**config.mk**
```make
export PLATFORM = sky130hd
export DESIGN_NAME = irq_arm_set_logic
export DESIGN_NICKNAME = d
export VERILOG_FILES = /design/src/hw/irq_arm_set_logic.v
export VERILOG_INCLUDE_DIRS = /design/src /design/src/pkg
export SDC_FILE = /design/constraint.sdc
export NUM_CORES = 1
export LEC_CHECK = 0
export BUFFER_PORTS_ARGS = -buffer_cell sky130_fd_sc_hd__buf_2
export CAP_MARGIN = 5
export CORE_ASPECT_RATIO = 0.9
export CORE_MARGIN = 2
export CORE_UTILIZATION = 46
export DETAILED_ROUTE_END_ITERATION = 6
export PLACE_DENSITY_LB_ADDON = 0.05
export SYNTH_ARGS = -nofsm -noshare
export SYNTH_HDL_FRONTEND = slang
export SYNTH_SLANG_ARGS = --single-unit
```
**constraint.sdc**
```tcl
create_clock -name clock -period 3 [get_ports clock]
set_input_delay 0.15 -clock clock [delete_from_list [all_inputs] [get_ports clock]]
set_output_delay 0.15 -clock clock [all_outputs]
set_load 0.02 [all_outputs]
```
**src/pkg/irq_arm_regs.vh**
```
`ifndef IRQ_ARM_REGS_VH
`define IRQ_ARM_REGS_VH

// Register byte offsets
`define ENABLE_OFS      12'h000
`define ARM_SET_OFS     12'h004
`define DISARM_OFS      12'h008
`define STATUS_OFS      12'h00C
`define MASK_OFS        12'h010
`define ARMED_OFS       12'h014

// Field positions
`define CH2_BIT         2
`define CH3_BIT         3
`define ERR_BIT         4
`define FIELD_LSB       2
`define FIELD_MSB       4

// Reset values
`define ENABLE_RST      3'h0
`define ARM_RST         3'h0
`define STATUS_RST      3'h0
`define MASK_RST        3'h0

`endif

```
**src/hw/irq_arm_set_logic.v**
```verilog
// Decided for this implementation: the register offsets and the APB interface to the registers.
`include "irq_arm_regs.vh"

// Summary of operation
// Bit 4 arms error interrupt on write one when error enable is set.
// Error arm bit ignores writes and stays zero while error enable is zero.
// Writing zero to any arm bit has no effect.
// A set arm bit stays one until explicitly disarmed; here clearing its enable bit also clears it.
// Writing one to error disarm bit clears error arm bit.
// Bit 3 arms channel 3 frame interrupt only while its enable is one.
// Channel 3 arm bit ignores writes and stays zero without enable.
// Writing one to channel 3 disarm bit clears channel 3 arm bit.
// Bit 2 arms channel 2 frame interrupt only while its enable is one.
// Channel 2 arm bit ignores writes and stays zero without enable.
// Writing one to channel 2 disarm bit clears channel 2 arm bit.
// Software sets the enable bit before writing the arm bit.
// Error interrupt raised on any port byte stream error.
// Each channel frame interrupt is one pulse per video frame.
// Events forwarded only with enable and arm set; bits 31..5 read zero.
module irq_arm_set_logic (
  // Clock, reset, enable
  input  wire        clock,
  input  wire        sys_rst,
  input  wire        clk_en,
  // APB slave
  input  wire        psel,
  input  wire        penable,
  input  wire        pwrite,
  input  wire [11:0] paddr,
  input  wire [31:0] pwdata,
  output wire        pready,
  output wire        pslverr,
  output reg  [31:0] prdata,
  // Event inputs from port logic
  input  wire        stream_error,
  input  wire        chan3_frame_pulse,
  input  wire        chan2_frame_pulse,
  // Interrupt outputs
  output reg         port_error_irq,
  output reg         chan3_frame_irq,
  output reg         chan2_frame_irq,
  output wire        irq
);

  // ----------------------------------------------------------------
  // Local constants
  // ----------------------------------------------------------------
  // Source index inside the three-bit field
  localparam        SRC_CH2    = 0;
  localparam        SRC_CH3    = 1;
  localparam        SRC_ERR    = 2;
  localparam        NSRC       = 3;
  localparam [2:0]  FIELD_ZERO = 3'h0;
  localparam [31:0] WORD_ZERO  = 32'h00000000;

  // ----------------------------------------------------------------
  // Decode helpers
  // ----------------------------------------------------------------
  // True for any offset that has a register behind it
  function mapped;
    input [11:0] a;
    begin
      mapped = (a == `ENABLE_OFS) |
               (a == `ARM_SET_OFS) |
               (a == `DISARM_OFS) |
               (a == `STATUS_OFS) |
               (a == `MASK_OFS) |
               (a == `ARMED_OFS);
    end
  endfunction

  // Strobe for one register offset
  function hit;
    input        strobe;
    input [11:0] a;
    input [11:0] ofs;
    begin
      hit = strobe & (a == ofs);
    end
  endfunction

  // Field at bits 4:2 of a word, all other bits zero
  function [31:0] place;
    input [2:0] f;
    begin
      place = WORD_ZERO;
      place[`FIELD_MSB:`FIELD_LSB] = f;
    end
  endfunction

  // Field qualified by a write strobe
  function [2:0] gated;
    input       strobe;
    input [2:0] f;
    begin
      if (strobe) begin
        gated = f;
      end else begin
        gated = FIELD_ZERO;
      end
    end
  endfunction

  // ----------------------------------------------------------------
  // Bus decode
  // ----------------------------------------------------------------
  // Zero wait states: every access ends in its first access cycle
  wire        acc;
  wire        wr;
  wire        rd_setup;
  wire [2:0]  wfield;
  wire        wr_en;
  wire        wr_set;
  wire        wr_clr;
  wire        wr_stat;
  wire        wr_mask;

  assign acc      = psel & penable & clk_en;
  assign wr       = acc & pwrite;
  assign rd_setup = psel & ~penable & ~pwrite & clk_en;
  assign wfield   = pwdata[`FIELD_MSB:`FIELD_LSB];
  assign wr_en    = hit(wr, paddr, `ENABLE_OFS);
  assign wr_set   = hit(wr, paddr, `ARM_SET_OFS);
  assign wr_clr   = hit(wr, paddr, `DISARM_OFS);
  assign wr_stat  = hit(wr, paddr, `STATUS_OFS);
  assign wr_mask  = hit(wr, paddr, `MASK_OFS);

  assign pready  = 1'b1;
  assign pslverr = psel & penable & ~mapped(paddr);

  // ----------------------------------------------------------------
  // Control registers
  // ----------------------------------------------------------------
  // Bits 2:0 map to error, channel 3, channel 2
  reg  [2:0] irq_enable_reg_r;
  reg  [2:0] irq_arm_set_r;
  wire [2:0] irq_arm_set_nxt;
  reg  [2:0] mask_r;
  wire [2:0] arm_set_req;
  wire [2:0] disarm_req;

  assign arm_set_req = gated(wr_set, wfield);
  assign disarm_req  = gated(wr_clr, wfield);

  always @(posedge clock) begin
    if (sys_rst) begin
      irq_enable_reg_r <= `ENABLE_RST;
    end else if (clk_en && wr_en) begin
      irq_enable_reg_r <= wfield;
    end
  end

  always @(posedge clock) begin
    if (sys_rst) begin
      mask_r <= `MASK_RST;
    end else if (clk_en && wr_mask) begin
      mask_r <= wfield;
    end
  end

  // ----------------------------------------------------------------
  // Arm bits
  // ----------------------------------------------------------------
  // Enable gates both set and hold, so a dropped enable disarms
  genvar g;
  generate
    for (g = 0; g < NSRC; g = g + 1) begin : g_arm
      wire en_bit;
      wire arm_bit;
      wire kill;
      wire take;
      assign en_bit  = irq_enable_reg_r[g];
      assign arm_bit = irq_arm_set_r[g];
      // Disarm acts only on a bit that is armed
      assign kill    = disarm_req[g] & arm_bit;
      // Only a written one arms; a zero leaves the bit alone
      assign take    = arm_set_req[g];
      assign irq_arm_set_nxt[g] = ~en_bit ? 1'b0 :
                                  kill    ? 1'b0 :
                                  take    ? 1'b1 :
                                  arm_bit;
    end
  endgenerate

  always @(posedge clock) begin
    if (sys_rst) begin
      irq_arm_set_r <= `ARM_RST;
    end else if (clk_en) begin
      irq_arm_set_r <= irq_arm_set_nxt;
    end
  end

  // ----------------------------------------------------------------
  // Event synchronisers
  // ----------------------------------------------------------------
  // Events come from port logic outside this clock
  reg  [2:0] ev_s1_r;
  reg  [2:0] ev_s2_r;
  reg  [2:0] ev_prev_r;
  wire [2:0] ev_raw;

  assign ev_raw[SRC_ERR] = stream_error;
  assign ev_raw[SRC_CH3] = chan3_frame_pulse;
  assign ev_raw[SRC_CH2] = chan2_frame_pulse;

  always @(posedge clock) begin
    if (sys_rst) begin
      ev_s1_r <= FIELD_ZERO;
      ev_s2_r <= FIELD_ZERO;
    end else if (clk_en) begin
      ev_s1_r <= ev_raw;
      ev_s2_r <= ev_s1_r;
    end
  end

  // History starts at the idle level so reset makes no false edge
  always @(posedge clock) begin
    if (sys_rst) begin
      ev_prev_r <= FIELD_ZERO;
    end else if (clk_en) begin
      ev_prev_r <= ev_s2_r;
    end
  end

  // ----------------------------------------------------------------
  // Event qualification
  // ----------------------------------------------------------------
  wire [2:0] ev_rise;
  wire [2:0] live;
  wire [2:0] fire;

  generate
    for (g = 0; g < NSRC; g = g + 1) begin : g_evt
      assign ev_rise[g] = ev_s2_r[g] & ~ev_prev_r[g];
      assign live[g]    = irq_enable_reg_r[g] & irq_arm_set_r[g];
      assign fire[g]    = ev_rise[g] & live[g];
    end
  endgenerate

  // ----------------------------------------------------------------
  // Status and interrupt outputs
  // ----------------------------------------------------------------
  reg  [2:0] status_r;
  wire [2:0] status_clr;
  wire [2:0] status_nxt;

  assign status_clr = gated(wr_stat, wfield);
  // Set wins over write-one-to-clear, so no event is lost
  assign status_nxt = (status_r & ~status_clr) | fire;

  always @(posedge clock) begin
    if (sys_rst) begin
      status_r <= `STATUS_RST;
    end else if (clk_en) begin
      status_r <= status_nxt;
    end
  end

  // Error line is a level while an error persists
  always @(posedge clock) begin
    if (sys_rst) begin
      port_error_irq <= 1'b0;
    end else if (clk_en) begin
      port_error_irq <= ev_s2_r[SRC_ERR] & live[SRC_ERR];
    end
  end

  // One pulse per frame edge
  always @(posedge clock) begin
    if (sys_rst) begin
      chan3_frame_irq <= 1'b0;
      chan2_frame_irq <= 1'b0;
    end else if (clk_en) begin
      chan3_frame_irq <= fire[SRC_CH3];
      chan2_frame_irq <= fire[SRC_CH2];
    end
  end

  assign irq = |(status_r & mask_r);

  // ----------------------------------------------------------------
  // Read mux
  // ----------------------------------------------------------------
  // Loaded in the setup cycle so the data stand through the access
  reg [31:0] rd_word;

  always @* begin
    rd_word = WORD_ZERO;
    case (paddr)
      `ENABLE_OFS: begin
        rd_word = place(irq_enable_reg_r);
      end
      `ARM_SET_OFS: begin
        rd_word = place(irq_arm_set_r);
      end
      `STATUS_OFS: begin
        rd_word = place(status_r);
      end
      `MASK_OFS: begin
        rd_word = place(mask_r);
      end
      `ARMED_OFS: begin
        rd_word = place(live);
      end
      default: begin
        rd_word = WORD_ZERO;
      end
    endcase
  end

  always @(posedge clock) begin
    if (sys_rst) begin
      prdata <= WORD_ZERO;
    end else if (rd_setup) begin
      prdata <= rd_word;
    end
  end

endmodule

```
==> run metrics <==
status finished, final reports clean; hold_sp chan2_frame_pulse; first-pass detailed-route iteration total 4; Worst-Skew Late Latency about 0.27 ns; P_leak about 0.71 nW; CTS Buf Count 3; Final setup viols 0; Crit. Startpoint paddr[9]; DR WL/cell between 10 and 15 µm; Design Area, Final 1640 µm²; most frequent cells in the layout buf_2, conb_1, dfxtp_1; initial DRC count 90; Synth Area per Inst roughly 8.5 µm²; Worst R2R End prdata[2]$_SDFFE_PP0P_; Post-CTS Resized 0; CP required roughly 2.9 ns; Via-to-Cell Ratio a little over 5; sequential area share after synthesis a little over a third; Cells after DPL approximately 240; Nets between 200 and 300; maximum vdd drop between 0.2 and 0.25 mV; # fillers a little over 300; HP Class in -> reg; CTS tree done; Placer Congestion ~0.83; clock transition at the registers of the reported paths about 0.090 ns; setup ws final about 1.4 ns; Worst Path Max Fanout 5; CP Launch Type primary input; root buf cell clkbuf_8; Clock Sinks 27; unrepaired setup endpoints after global routing false; slew margin rel. 40.1%; DRC 0; Crit path arrival time approximately 1.5 ns; hold depth 3; Post-synth EDFFs 0; FMAX 623 MHz; H-tree Lvls 1; Die Width between 60 and 70 µm; PwrDens 411 nW/µm²; Post-CTS Setup Bufs 0; Clock Skew roughly 0.0024 ns; area of the multi-input gates approximately 830 µm²; vias in the first global route 1134; Worst-Margin Slew 0.886 ns; final hold vios 0; Port-buffer cells 31; Post-synth ARST share 0%; Mapped Area approximately 1500 µm²; final wirelength 3190 µm; Primary FF master, synth dfxtp_1; most common cell after layout, fill and taps aside buf_2; die area between 3000 and 4000 µm²; Gate Count Post-Synth approximately 180; Hold Path Sink ev_s1_r[0]$_SDFFE_PP0P_; Max-cap violations 0; remaining antenna violation count after routing 0; Layout area overhead 6.77%; global-route wire length before repair between 5000 and 6000 µm; chip height roughly 59 µm; Placement Cell Area 1590 µm²; pre-CTS WS 1.19 ns; reg-to-reg startpoint irq_enable_reg_r[0]$_SDFFE_PP0P_; HPWL Detailed ~2400 µm; setup TNS 0 ns; layout cells sized above 1 18.9%; initial antenna violation count 0; register area ~540 µm²; IO Count 91; fin cells approximately 250; CP Class in -> out; GR Util All Layers between 15 and 20%; # diodes 0; reg2reg path depth 4; CTS Hold Bufs 0; Pwr Total 673 µW; CTS Buffer Depth 2; fin crit share 53.5%; CP Capture Type output pin; synthesis-stage register bit count 27; library cells used by synthesis 34; Ys Warns 0; grt ovf 0; largest net degree at the start of global routing 28; final core utilization between 50% and 60%; row count 19; vias 1286; Initial Util about half; hold_ws 0.110 ns; flop2flop setup slack 1.64 ns; Slew Limit Fails 0; Core ar. about 3100 µm²; final worst path period need between 1.5 and 2 ns
==> routing by layer <==
metal  share of wire (%)  track usage, %  vias to the layer above
li1                    -               -                      635
met1                  46            24.7                      586
met2                  46            28.6                       61
met3                 7.5            2.87                        4
met4                0.72            3.65                        0
met5                   0               0                        -
==> cells by family (layout without fill, tap and decap cells) <==
logic type	after synthesis	count (layout)	share of synthesized area [%]
other	2	30	0.490
multiplexers	10	10	6.53
XOR/XNOR	1	1	0.571
buffers and inverters	42	39	17.6
flip-flops	27	27	35.2
AO/OA/AOI/OAI	40	40	16.3
AND/OR/NAND/NOR	59	59	23.2
==> sequential cells by signal (all words and copies together) (netlist names) <==
signal            count
irq_enable_reg_r      3
irq_arm_set_r         3
prdata                3
chan3_frame_irq       1
ev_s2_r               3
port_error_irq        1
ev_prev_r             3
status_r              3
chan2_frame_irq       1
ev_s1_r               3
mask_r                3
==> worst max-delay path by stage <==
stage	depth (start not counted)	endpoint
floorplan	4	irq_enable_reg_r[0]$_SDFFE_PP0P_
global placement	5	status_r[0]$_SDFFE_PP0P_
detailed placement	4	prdata[3]$_SDFFE_PP0P_
CTS	5	pslverr
global route	5	pslverr
finish	5	pslverr
==> cell type report <==
cell class / instances / area share [%]
clock buffers: 3 / 2.52
clock inverters: 1 / 0.306
inverters: 4 / 0.917
multi-input cells: 140 / 50.6
flip-flops and latches: 27 / 33.0
well taps: 42 / 3.21
repair buffers: 31 / 9.47
==> where the power goes <==
| group | leakage [nW] | switching [mW] | internal (mW) | total, mW |
|---|---|---|---|---|
| logic | 0.470 | 0.0721 | 0.0283 | 0.100 |
| clock network | 0.0255 | 0.113 | 0.0931 | 0.207 |
| registers | 0.218 | 0.00269 | 0.363 | 0.366 |
==> worst max-delay path: stages <==
cell and delay (ns):
buf_2 0.09, or4_1 0.63, nor3_2 0.30, a21oi_1 0.11, buf_2 0.17
==> Yosys cell counts (2+ instances only) <==
| master | number | area share (%) |
|---|---|---|
| nand2b_1 | 3 | 1.2 |
| nand3_1 | 8 | 2.6 |
| conb_1 | 2 | 0.49 |
| o21ai_0 | 8 | 2.6 |
| a21oi_1 | 13 | 4.2 |
| a211oi_1 | 5 | 2.4 |
| nand4_1 | 2 | 0.82 |
| nor3b_1 | 3 | 1.5 |
| nand2_1 | 6 | 1.5 |
| o31ai_1 | 3 | 1.5 |
| nor2_1 | 12 | 2.9 |
| buf_4 | 30 | 15 |
| a2111oi_0 | 3 | 1.7 |
| and3_1 | 8 | 3.3 |
| nor2b_1 | 7 | 2.9 |
| clkbuf_1 | 6 | 1.5 |
| inv_1 | 4 | 0.98 |
| mux2i_1 | 10 | 6.5 |
| or4_4 | 2 | 1.5 |
| a21o_1 | 3 | 1.5 |
| dfxtp_1 | 27 | 35 |
| a31oi_1 | 3 | 1.2 |
| buf_1 | 2 | 0.49 |
Note: power is estimated with default switching activity, not from simulation.
